<file path="config.mk">
export PLATFORM = sky130hd
export DESIGN_NAME = shunt_adc_sinc3_decimator_cal
export DESIGN_NICKNAME = d
export VERILOG_FILES = /design/src/hdl/shunt_adc_pkg.sv /design/src/hdl/shunt_adc_sinc3_decimator_cal.sv /design/src/hdl/shunt_sinc3_cic.sv
export VERILOG_INCLUDE_DIRS = /design/src /design/src/hdl
export SDC_FILE = /design/constraint.sdc
export NUM_CORES = 2
export LEC_CHECK = 0
export BUFFER_PORTS_ARGS = -buffer_cell sky130_fd_sc_hd__clkbuf_2
export CORE_UTILIZATION = 60
export CTS_CLUSTER_SIZE = 24
export DETAILED_ROUTE_END_ITERATION = 10
export PLACE_DENSITY = 0.8
export SLEW_MARGIN = 20
export SYNTH_ARGS = -nofsm -noshare
export SYNTH_HDL_FRONTEND = slang
export SYNTH_SLANG_ARGS = --single-unit
</file>
<file path="constraint.sdc">
create_clock -name clk -period 8.9 [get_ports clk]
set_input_delay 2.67 -clock clk [delete_from_list [all_inputs] [get_ports clk]]
set_output_delay 2.67 -clock clk [all_outputs]
set_load 0.05 [all_outputs]
</file>
<file path="src/hdl/shunt_adc_cfg.svh">
// Constants for the shunt converter digital back end: widths, codes, counts.
// Assumes inclusion by bare name from files under hdl/.
`ifndef SHUNT_ADC_CFG_SVH
`define SHUNT_ADC_CFG_SVH

// ============================================================
// Data path widths
`define SHUNT_CODE_W      24
`define SHUNT_CIC_W       40
`define SHUNT_CNT_W       13
`define SHUNT_NORM_W      48
`define SHUNT_TRIM_W      49
`define SHUNT_PROD_W      67
`define SHUNT_WIDE_W      35

// ============================================================
// Ratio and scaling
`define SHUNT_MOD_DIV     2
`define SHUNT_LOG2_MIN    4'h6
`define SHUNT_OSR_MIN     14'h0040
`define SHUNT_NORM_TOP    6'h28
`define SHUNT_FRAC_W      16
`define SHUNT_GAIN_ONE    18'sh10000
`define SHUNT_ROUND_HALF  67'sh80000000
`define SHUNT_SCALE_SHIFT 32

// ============================================================
// Output codes and sequencing
`define SHUNT_POS_FS      24'h7FFFFF
`define SHUNT_NEG_FS      24'h800000
`define SHUNT_POS_WIDE    35'sh7FFFFF
`define SHUNT_NEG_WIDE    (-35'sh800000)
`define SHUNT_SETTLE_DROP 2'h2
`define SHUNT_MIN_GAP     8'h7F
`define SHUNT_GAP_MAX     8'hFF

`endif

</file>
<file path="src/hdl/shunt_adc_pkg.sv">
// Types shared by the shunt converter back end.
// Assumes no other package.
package shunt_adc_pkg;

  // ============================================================
  // Calibration pipeline
  typedef enum logic [1:0] {CAL_IDLE, CAL_MULT, CAL_ROUND} cal_state_t;

  typedef logic [23:0] code_t;

endpackage : shunt_adc_pkg

</file>
<file path="src/hdl/shunt_adc_sinc3_decimator_cal.sv">
// Shunt converter digital back end: modulator clocking, sinc3 decimation,
// offset and gain trim, rounding, clipping and hand-off to frame logic.
// Assumes config inputs come from logic on clk; the modulator bit is a pin.
//
// Behaviour
// - Modulator rate is main clock halved
// - One single-bit sample per modulator period
// - Sinc3 FIR decimates by OSR
// - Three-bit ratio field, 64 to 8192
// - Eight power-of-two ratios supported
// - Data rate is modulator rate over OSR
// - Zeros at multiples of output rate
// - Subtract offset, then multiply by gain
// - Round to 24 bits, saturate both ends
// - Offset is 24-bit, split upper/lower
// - Offset LSB is one code, positive lowers
// - Gain factor is one plus signed field/65536
// - Result fills frame unless register read
// - Two's-complement output codes
// - Clip at 800000h and 7FFFFFh
// - Two-bit amplifier gain 4 to 32
`timescale 1ns/10ps
`include "shunt_adc_cfg.svh"

module shunt_adc_sinc3_decimator_cal (
  input  wire logic        clk,                        // Main clock, 125 MHz
  input  wire logic        arst_n,                     // Async reset, active low
  input  wire logic        mod_bit_in,                 // Modulator bit pin
  input  wire logic [2:0]  shunt_decimation_ratio_sel, // Ratio code
  input  wire logic [7:0]  shunt_offset_trim_upper,    // Offset bits 23:16
  input  wire logic [15:0] shunt_offset_trim_lower,    // Offset bits 15:0
  input  wire logic [15:0] shunt_gain_trim,            // Gain trim field
  input  wire logic [1:0]  shunt_amp_gain_sel,         // Amplifier gain code
  input  wire logic [1:0]  shunt_input_select,         // Input mux code
  input  wire logic        frame_start,                // Frame load pulse
  input  wire logic        reg_read_frame,             // Frame carries reg data
  input  wire logic [23:0] reg_read_data,              // Register read data
  output logic             mod_clk_out,                // Modulator clock
  output logic [1:0]       amp_gain_ctrl,              // Gain to amplifier
  output logic [1:0]       input_select_ctrl,          // Code to input mux
  output logic [23:0]      result_code,                // Calibrated result
  output logic             result_valid,               // Result strobe
  output logic [23:0]      frame_word                  // Word for the frame
);

  // ============================================================
  // Ratio decode, used by the filter and by the normaliser
  function automatic logic [3:0] osr_log2_of(input logic [2:0] sel);
    osr_log2_of = `SHUNT_LOG2_MIN + {1'b0, sel};
  endfunction : osr_log2_of

  logic                         bit_meta_ff;
  logic                         bit_sync_ff;
  logic                         sample_en;
  logic [2:0]                   ratio_ff;
  logic                         restart_ff;
  logic [1:0]                   drop_ff;
  logic [`SHUNT_CIC_W-1:0]      cic_data;
  logic                         cic_valid;
  logic [3:0]                   log2_cur;
  logic [5:0]                   cube_log2;
  logic signed [`SHUNT_NORM_W-1:0] centered;
  logic signed [`SHUNT_NORM_W-1:0] norm;
  logic signed [`SHUNT_TRIM_W-1:0] offset_wide;
  logic signed [`SHUNT_TRIM_W-1:0] trim_ff;
  logic signed [17:0]           gain_factor;
  logic signed [`SHUNT_PROD_W-1:0] prod_ff;
  logic signed [`SHUNT_PROD_W-1:0] rounded;
  logic signed [`SHUNT_WIDE_W-1:0] code_wide;
  shunt_adc_pkg::cal_state_t    state_ff;
  shunt_adc_pkg::code_t         clipped;
  logic [7:0]                   gap_ff;
  logic                         seen_ff;

  // ============================================================
  // Modulator clock and sample enable
  always_ff @(posedge clk or negedge arst_n) begin
    if (!arst_n) begin
      mod_clk_out <= 1'b0;
    end else begin
      mod_clk_out <= !mod_clk_out;
    end
  end

  // Sample on the cycle the modulator clock is high, once per period
  assign sample_en = mod_clk_out;

  always_ff @(posedge clk or negedge arst_n) begin
    if (!arst_n) begin
      bit_meta_ff <= 1'b0;
      bit_sync_ff <= 1'b0;
    end else begin
      bit_meta_ff <= mod_bit_in;
      bit_sync_ff <= bit_meta_ff;
    end
  end

  // ============================================================
  // Analog front-end controls
  always_ff @(posedge clk or negedge arst_n) begin
    if (!arst_n) begin
      amp_gain_ctrl     <= '0;
      input_select_ctrl <= '0;
    end else begin
      amp_gain_ctrl     <= shunt_amp_gain_sel;
      input_select_ctrl <= shunt_input_select;
    end
  end

  // ============================================================
  // Ratio change restarts the filter; a filter output valid in the restart cycle is normalised at the new ratio
  always_ff @(posedge clk or negedge arst_n) begin
    if (!arst_n) begin
      ratio_ff   <= '0;
      restart_ff <= 1'b0;
    end else begin
      restart_ff <= shunt_decimation_ratio_sel != ratio_ff;
      ratio_ff   <= shunt_decimation_ratio_sel;
    end
  end

  // Sinc3 needs three output periods to settle; drop the first two
  always_ff @(posedge clk or negedge arst_n) begin
    if (!arst_n) begin
      drop_ff <= `SHUNT_SETTLE_DROP;
    end else if (restart_ff) begin
      drop_ff <= `SHUNT_SETTLE_DROP;
    end else if (cic_valid && drop_ff != 2'h0) begin
      drop_ff <= drop_ff - 2'h1;
    end
  end

  assign log2_cur = osr_log2_of(ratio_ff);

  shunt_sinc3_cic #(
    .W  (`SHUNT_CIC_W),
    .CW (`SHUNT_CNT_W)
  ) u_cic (
    .clk        (clk),
    .arst_n     (arst_n),
    .sample_en  (sample_en),
    .bit_in     (bit_sync_ff),
    .osr_log2   (log2_cur),
    .restart    (restart_ff),
    .data       (cic_data),
    .data_valid (cic_valid)
  );

  // ============================================================
  // Normalise: centre the ones density and scale so full scale is
  // 2^23 codes with FRAC_W fraction bits kept for rounding
  assign cube_log2 = 6'(3 * log2_cur);
  assign centered  = $signed({8'h00, cic_data})
                   - (`SHUNT_NORM_W'(1) <<< (cube_log2 - 6'h1));
  assign norm      = centered <<< (`SHUNT_NORM_TOP - cube_log2);

  // Positive offset lowers the value by that many codes before the gain multiply
  assign offset_wide = `SHUNT_TRIM_W'($signed({shunt_offset_trim_upper,
                       shunt_offset_trim_lower})) <<< `SHUNT_FRAC_W;
  assign gain_factor = `SHUNT_GAIN_ONE + 18'($signed(shunt_gain_trim));

  // ============================================================
  // Calibration pipeline: offset, gain, round and clip
  assign rounded   = prod_ff + `SHUNT_ROUND_HALF;
  assign code_wide = `SHUNT_WIDE_W'(rounded >>> `SHUNT_SCALE_SHIFT);

  always_comb begin
    if (code_wide > `SHUNT_POS_WIDE) begin
      clipped = `SHUNT_POS_FS;
    end else if (code_wide < `SHUNT_NEG_WIDE) begin
      clipped = `SHUNT_NEG_FS;
    end else begin
      clipped = code_wide[23:0];
    end
  end

  always_ff @(posedge clk or negedge arst_n) begin
    if (!arst_n) begin
      state_ff <= shunt_adc_pkg::CAL_IDLE;
    end else begin
      unique case (state_ff)
        shunt_adc_pkg::CAL_IDLE: begin
          if (cic_valid && drop_ff == 2'h0) begin
            state_ff <= shunt_adc_pkg::CAL_MULT;
          end
        end
        shunt_adc_pkg::CAL_MULT: begin
          state_ff <= shunt_adc_pkg::CAL_ROUND;
        end
        shunt_adc_pkg::CAL_ROUND: begin
          state_ff <= shunt_adc_pkg::CAL_IDLE;
        end
      endcase
    end
  end

  always_ff @(posedge clk or negedge arst_n) begin
    if (!arst_n) begin
      trim_ff <= '0;
      prod_ff <= '0;
    end else begin
      if (cic_valid) begin
        trim_ff <= `SHUNT_TRIM_W'(norm) - offset_wide;
      end
      if (state_ff == shunt_adc_pkg::CAL_MULT) begin
        prod_ff <= `SHUNT_PROD_W'(trim_ff) * `SHUNT_PROD_W'(gain_factor);
      end
    end
  end

  always_ff @(posedge clk or negedge arst_n) begin
    if (!arst_n) begin
      result_code  <= '0;
      result_valid <= 1'b0;
    end else begin
      result_valid <= state_ff == shunt_adc_pkg::CAL_ROUND;
      if (state_ff == shunt_adc_pkg::CAL_ROUND) begin
        result_code <= clipped;
      end
    end
  end

  // ============================================================
  // Frame word: latest result unless the frame returns register data
  always_ff @(posedge clk or negedge arst_n) begin
    if (!arst_n) begin
      frame_word <= '0;
    end else if (frame_start) begin
      frame_word <= reg_read_frame ? reg_read_data : result_code;
    end
  end

  // ============================================================
  // Checks
  always_ff @(posedge clk or negedge arst_n) begin
    if (!arst_n) begin
      gap_ff  <= '0;
      seen_ff <= 1'b0;
    end else if (result_valid) begin
      gap_ff  <= '0;
      seen_ff <= 1'b1;
    end else if (gap_ff != `SHUNT_GAP_MAX) begin
      gap_ff <= gap_ff + 8'h1;
    end
  end
endmodule : shunt_adc_sinc3_decimator_cal

</file>
<file path="src/hdl/shunt_sinc3_cic.sv">
// Third-order sinc decimator: three integrators at the modulator rate,
// three combs at the output rate. Ratio is a power of two given as log2.
// Assumes sample_en pulses once per modulator period on clk.
`timescale 1ns/10ps
`include "shunt_adc_cfg.svh"

module shunt_sinc3_cic #(
  parameter int W  = `SHUNT_CIC_W,
  parameter int CW = `SHUNT_CNT_W
) (
  input  wire logic         clk,        // Main clock
  input  wire logic         arst_n,     // Async reset, active low
  input  wire logic         sample_en,  // One modulator period elapsed
  input  wire logic         bit_in,     // Modulator ones-density bit
  input  wire logic [3:0]   osr_log2,   // log2 of decimation ratio
  input  wire logic         restart,    // Clear filter state
  output logic      [W-1:0] data,       // Unsigned sum, 0 .. OSR^3
  output logic              data_valid  // One-cycle result strobe
);

  logic [W-1:0]  integ_ff [3];
  logic [W-1:0]  nxt_integ [3];
  logic [W-1:0]  comb_dly_ff [3];
  logic [W-1:0]  comb_out [4];
  logic [CW-1:0] count_ff;
  logic [CW:0]   osr_full;
  logic [CW-1:0] osr_m1;
  logic          decim;

  assign osr_full = (CW+1)'(1) << osr_log2;
  assign osr_m1   = CW'(osr_full - (CW+1)'(1));
  assign decim    = sample_en && (count_ff == osr_m1);

  // ============================================================
  // Integrators; wrap-around arithmetic is exact for the final sum
  genvar i;
  generate
    for (i = 0; i < 3; i++) begin : g_integ
      // Chained, not pipelined, so a cleared filter settles in exactly three outputs
      if (i == 0) begin : g_first
        assign nxt_integ[i] = integ_ff[i] + W'(bit_in);
      end else begin : g_next
        assign nxt_integ[i] = integ_ff[i] + nxt_integ[i-1];
      end
      always_ff @(posedge clk or negedge arst_n) begin
        if (!arst_n) begin
          integ_ff[i] <= '0;
        end else if (restart) begin
          integ_ff[i] <= '0;
        end else if (sample_en) begin
          integ_ff[i] <= nxt_integ[i];
        end
      end
    end
  endgenerate

  // ============================================================
  // Decimation counter: one output per OSR modulator periods
  always_ff @(posedge clk or negedge arst_n) begin
    if (!arst_n) begin
      count_ff <= '0;
    end else if (restart || decim) begin
      count_ff <= '0;
    end else if (sample_en) begin
      count_ff <= count_ff + CW'(1);
    end
  end

  // ============================================================
  // Combs at the output rate
  assign comb_out[0] = integ_ff[2];
  generate
    for (i = 0; i < 3; i++) begin : g_comb
      assign comb_out[i+1] = comb_out[i] - comb_dly_ff[i];
      always_ff @(posedge clk or negedge arst_n) begin
        if (!arst_n) begin
          comb_dly_ff[i] <= '0;
        end else if (restart) begin
          comb_dly_ff[i] <= '0;
        end else if (decim) begin
          comb_dly_ff[i] <= comb_out[i];
        end
      end
    end
  endgenerate

  always_ff @(posedge clk or negedge arst_n) begin
    if (!arst_n) begin
      data       <= '0;
      data_valid <= 1'b0;
    end else begin
      data_valid <= decim && !restart;
      if (decim) begin
        data <= comb_out[3];
      end
    end
  end

endmodule : shunt_sinc3_cic

</file>
==> impl_metrics.csv <==
group,metric,value,unit
finish,fin_area,0.0692,mm^2
cts,cts.sinks,443,
power_and_ir_drop,clkPwrFrac,0.153,
grt,grt_max_degree,128,
power_and_ir_drop,leakage,34.0,nW
setup_path,criticalPathCategory,"in2reg",
worst_hold_path,min_to,"bit_sync_ff$_DFF_PN0_",
setup_path,timing.rr.start,"ratio_ff[1]$_DFF_PN0_",
worst_hold_path,holdPathStages,0,
grt,antenna_found_initial,2,
grt,grt_pass1_vias,54700,
worst_hold_path,hold_start,"bit_meta_ff$_DFF_PN0_",
power_and_ir_drop,p_sw,0.00651,W
timing,finalMaxSlewViolations,0,
detailed_routing,drtIter0Drc,3975,
finish,final_nets,8933,
floorplanning,initial_core_util,0.607,
floorplanning,core,0.104,mm^2
setup_path,reg2reg_depth,34,
timing,worstMarginPinSlew,1.16,ns
finish,final_layout_size_suffix_gt1_frac,0.0998,
synth,syn-mean-instance-area,8.39,um^2
synth,ys.warnings.count,0,
cts,hold_buffers,0,
detailed_routing,avgViaCountPerCell,5.85,
floorplanning,num_rows,118,
cts,cts_tree,"built",
timing,fin_ws,-0.00524,ns
grt,grt_pass1_wl,274000,um
cts,clk_path_buf_depth,3,
cts,cts_buffers,52,
floorplanning,ios,130,
finish,syn_to_final_growth,9.66,%
finish,multiInputGateArea,0.0470,mm^2
synth,ys.flop_type,"dfrtp_1",
synth,async_flop_share,1.00,
floorplanning,die_h,326,um
timing,setup_tns,-0.00755,ns
timing,grt_setup_unrepaired,"yes",
flow_run,max-cap-violations,0,
finish,register_area,0.0111,mm^2
finish,fill_cells,8375,
setup_path,end_kind,"flip-flop",
finish,final_common_cell,"nand2_1",
placement,hpwlAfterDp,127000,um
floorplanning,dieArea,0.107,mm^2
synth,ys_ff_latch,443,
detailed_routing,drc,0,
placement,portBuffers,129,
timing,fin_crit_sh,1.00,
power_and_ir_drop,p_per_area,214,mW/mm^2
timing,fmax,112,MHz
setup_path,timing.critical_path.fanout_max,6,
grt,grt_usage,0.312,
setup_path,r2r_slack,0.36,ns
synth,syn_nets,8826,
setup_path,crit_top_cell,"fa_1",
synth,synth_seq_area_share,0.176,
floorplanning,die_x,326,um
detailed_routing,first_pass_iters,6,
setup_path,worst_r2r_endpoint,"trim_ff[45]$_DFFE_PN0P_",
placement,place_congestion,0.972,
detailed_routing,ant_nets,0,
setup_path,crit_path_max_incr_delay,0.56,ns
setup_path,arrival,9.47,ns
synth,synth_area,0.0631,mm^2
worst_hold_path,hp-class,"reg2reg",
timing,finalSetupViolCount,2,
detailed_routing,routed_wl,166000,um
synth,synth_edf_count,0,
grt,grt_overflow,0,
outcome,violations,"setup timing",
synth,ys_types,108,
power_and_ir_drop,peakVddDrop,0.612,mV
placement,placed_cell_area,0.0665,mm^2
power_and_ir_drop,p_sw_frac,0.439,
timing,fin_crit,8.91,ns
cts,htree_num_levels,2,
power_and_ir_drop,internal_power,0.00833,W
outcome,status,"finished with violations",
cts,cts.clk_slew.worst_paths,0.06,ns
finish,final_cell_mix,"1129 x nand2_1, 1096 x inv_1, 733 x fa_1, 486 x ha_1, 446 x a21oi_1",
timing,fin_worst_skew,0.0834,ns
cts,insertion_delay,0.67,ns
setup_path,required,9.47,ns
cts,cts_root_buffer,"clkbuf_16",
detailed_routing,num_vias,53000,
setup_path,critical_path.slowest_cell,"fa_1",
timing,slew_headroom,0.220,
timing,final_hold_viol_count,0,
power_and_ir_drop,combPwrFrac,0.702,
detailed_routing,wire_per_inst,18.4,um
power_and_ir_drop,seqPwrFrac,0.146,
synth,synthesis.instances,7527,
setup_path,worst_setup_path_start_kind,"primary input",
## flip-flops by register name (all words and copies together) (netlist names), 2 cells and up
| name | cells |
|---|---|
| u_cic.comb_dly_ff | 120 |
| u_cic.integ_ff | 80 |
| trim_ff | 49 |
| u_cic.comb_out | 40 |
| u_cic.data | 40 |
| prod_ff | 36 |
| frame_word | 24 |
| result_code | 24 |
| u_cic.count_ff | 13 |
| ratio_ff | 3 |
| amp_gain_ctrl | 2 |
| drop_ff | 2 |
| input_select_ctrl | 2 |
| state_ff | 2 |
## how the worst max path moves through the flow
stage / start / to / slack, ns / depth (start not counted)
finish: shunt_gain_trim[4] / prod_ff[55]$_DFFE_PN0N_ / -0.005 / 29
global route: shunt_gain_trim[4] / prod_ff[32]$_DFFE_PN0N_ / -0.26 / 27
CTS: shunt_gain_trim[5] / prod_ff[59]$_DFFE_PN0N_ / 0.0006 / 28
detailed placement: shunt_gain_trim[6] / prod_ff[66]$_DFFE_PN0N_ / -1.16 / 27
global placement: shunt_gain_trim[6] / prod_ff[66]$_DFFE_PN0N_ / -0.99 / 27
floorplan: shunt_gain_trim[4] / prod_ff[59]$_DFFE_PN0N_ / 0.006 / 25
## worst max-delay path: cells and delay by family
kind,cells,cell delay (ns)
and+or+nand+nor,4,0.47
AOI/OAI and AO/OA,9,1.95
buffers and inverters,9,0.95
adders and majority gates,7,3.41
## logic make-up after synthesis
kind of cell | Yosys count | share of synthesized area
AO/OA/AOI/OAI | 1426 | 0.146
XOR/XNOR | 392 | 0.0553
adder cells (fa/ha/maj) | 1223 | 0.330
buffers and inverters | 1481 | 0.0883
flip-flops | 443 | 0.176
multiplexers | 208 | 0.0360
other | 1 | 0.0000594
AND/OR/NAND/NOR | 2353 | 0.169
## Yosys cell counts (34+ instances only)
cell,instances,area share
nand2b_1,49,0.0049
clkbuf_1,347,0.021
nand4_1,54,0.0054
o21ai_0,265,0.021
and2_1,245,0.024
mux2_2,90,0.016
xnor2_1,223,0.031
and3_1,65,0.0064
o31ai_1,35,0.0042
mux2i_1,111,0.018
fa_1,734,0.23
nand2_1,1138,0.068
xor2_1,164,0.023
nor3_1,82,0.0065
nor2_1,425,0.025
inv_1,1102,0.066
a21oi_1,455,0.036
a31oi_1,41,0.0041
nand3_1,115,0.0091
a21o_1,166,0.020
nor2b_1,53,0.0053
ha_1,489,0.097
o21a_1,90,0.011
dfrtp_1,442,0.18
o21bai_1,44,0.0052
or3_1,34,0.0034
a211oi_1,51,0.0061
## power by group through the flow
stage          registers (W)  clock network [W]  logic [W]
6_report             0.00216            0.00227     0.0104
5_1_grt              0.00217            0.00238     0.0115
4_1_cts              0.00216            0.00230    0.00980
3_5_place_dp         0.00219                  0    0.00962
3_3_place_gp         0.00219                  0    0.00931
2_1_floorplan        0.00220                  0    0.00622
## final cells by class
| type | count | share of cell area |
|---|---|---|
| Timing Repair Buffer | 431 | 0.0494 |
| Clock inverter | 26 | 0.00504 |
| Inverter | 1103 | 0.0598 |
| Multi-Input combinational cell | 5603 | 0.679 |
| Clock buffer | 70 | 0.0215 |
| Sequential cell | 443 | 0.160 |
| Tap cell | 1380 | 0.0249 |
| Antenna cell | 1 | 0.0000362 |
## routing by layer
metal / global-route usage / vias up / share of wire
met5: 0 / - / 0
met4: 0.109 / 0 / 0.036
met3: 0.0485 / 407 / 0.068
met2: 0.547 / 1732 / 0.49
met1: 0.391 / 26200 / 0.40
li1: - / 24700 / -
## stage by stage
stage | instances | utilization | hold WS (ns) | worst slack [ns] | power (W)
2_1_floorplan | 7527 | - | 0.331 | 0.00611 | 0.00843
3_3_place_gp | 8928 | 0.640 | 0.350 | -0.990 | 0.0115
3_5_place_dp | 8928 | 0.640 | 0.351 | -1.16 | 0.0118
4_1_cts | 9029 | 0.659 | 0.364 | 0.000638 | 0.0143
5_1_grt | 9056 | 0.666 | 0.367 | -0.259 | 0.0161
6_report | 9057 | 0.666 | 0.362 | -0.00524 | 0.0148
## timing repair
action | 4_1_cts | 5_1_grt
setup buffers | 4 | 24
setup endpoints to repair | 31 | 34
hold endpoints to repair | 0 | 0
gates cloned | 1 | 3
gates resized for setup | 20 | 116
pin swaps | 13 | 40
(Power assumes the default switching activity.)
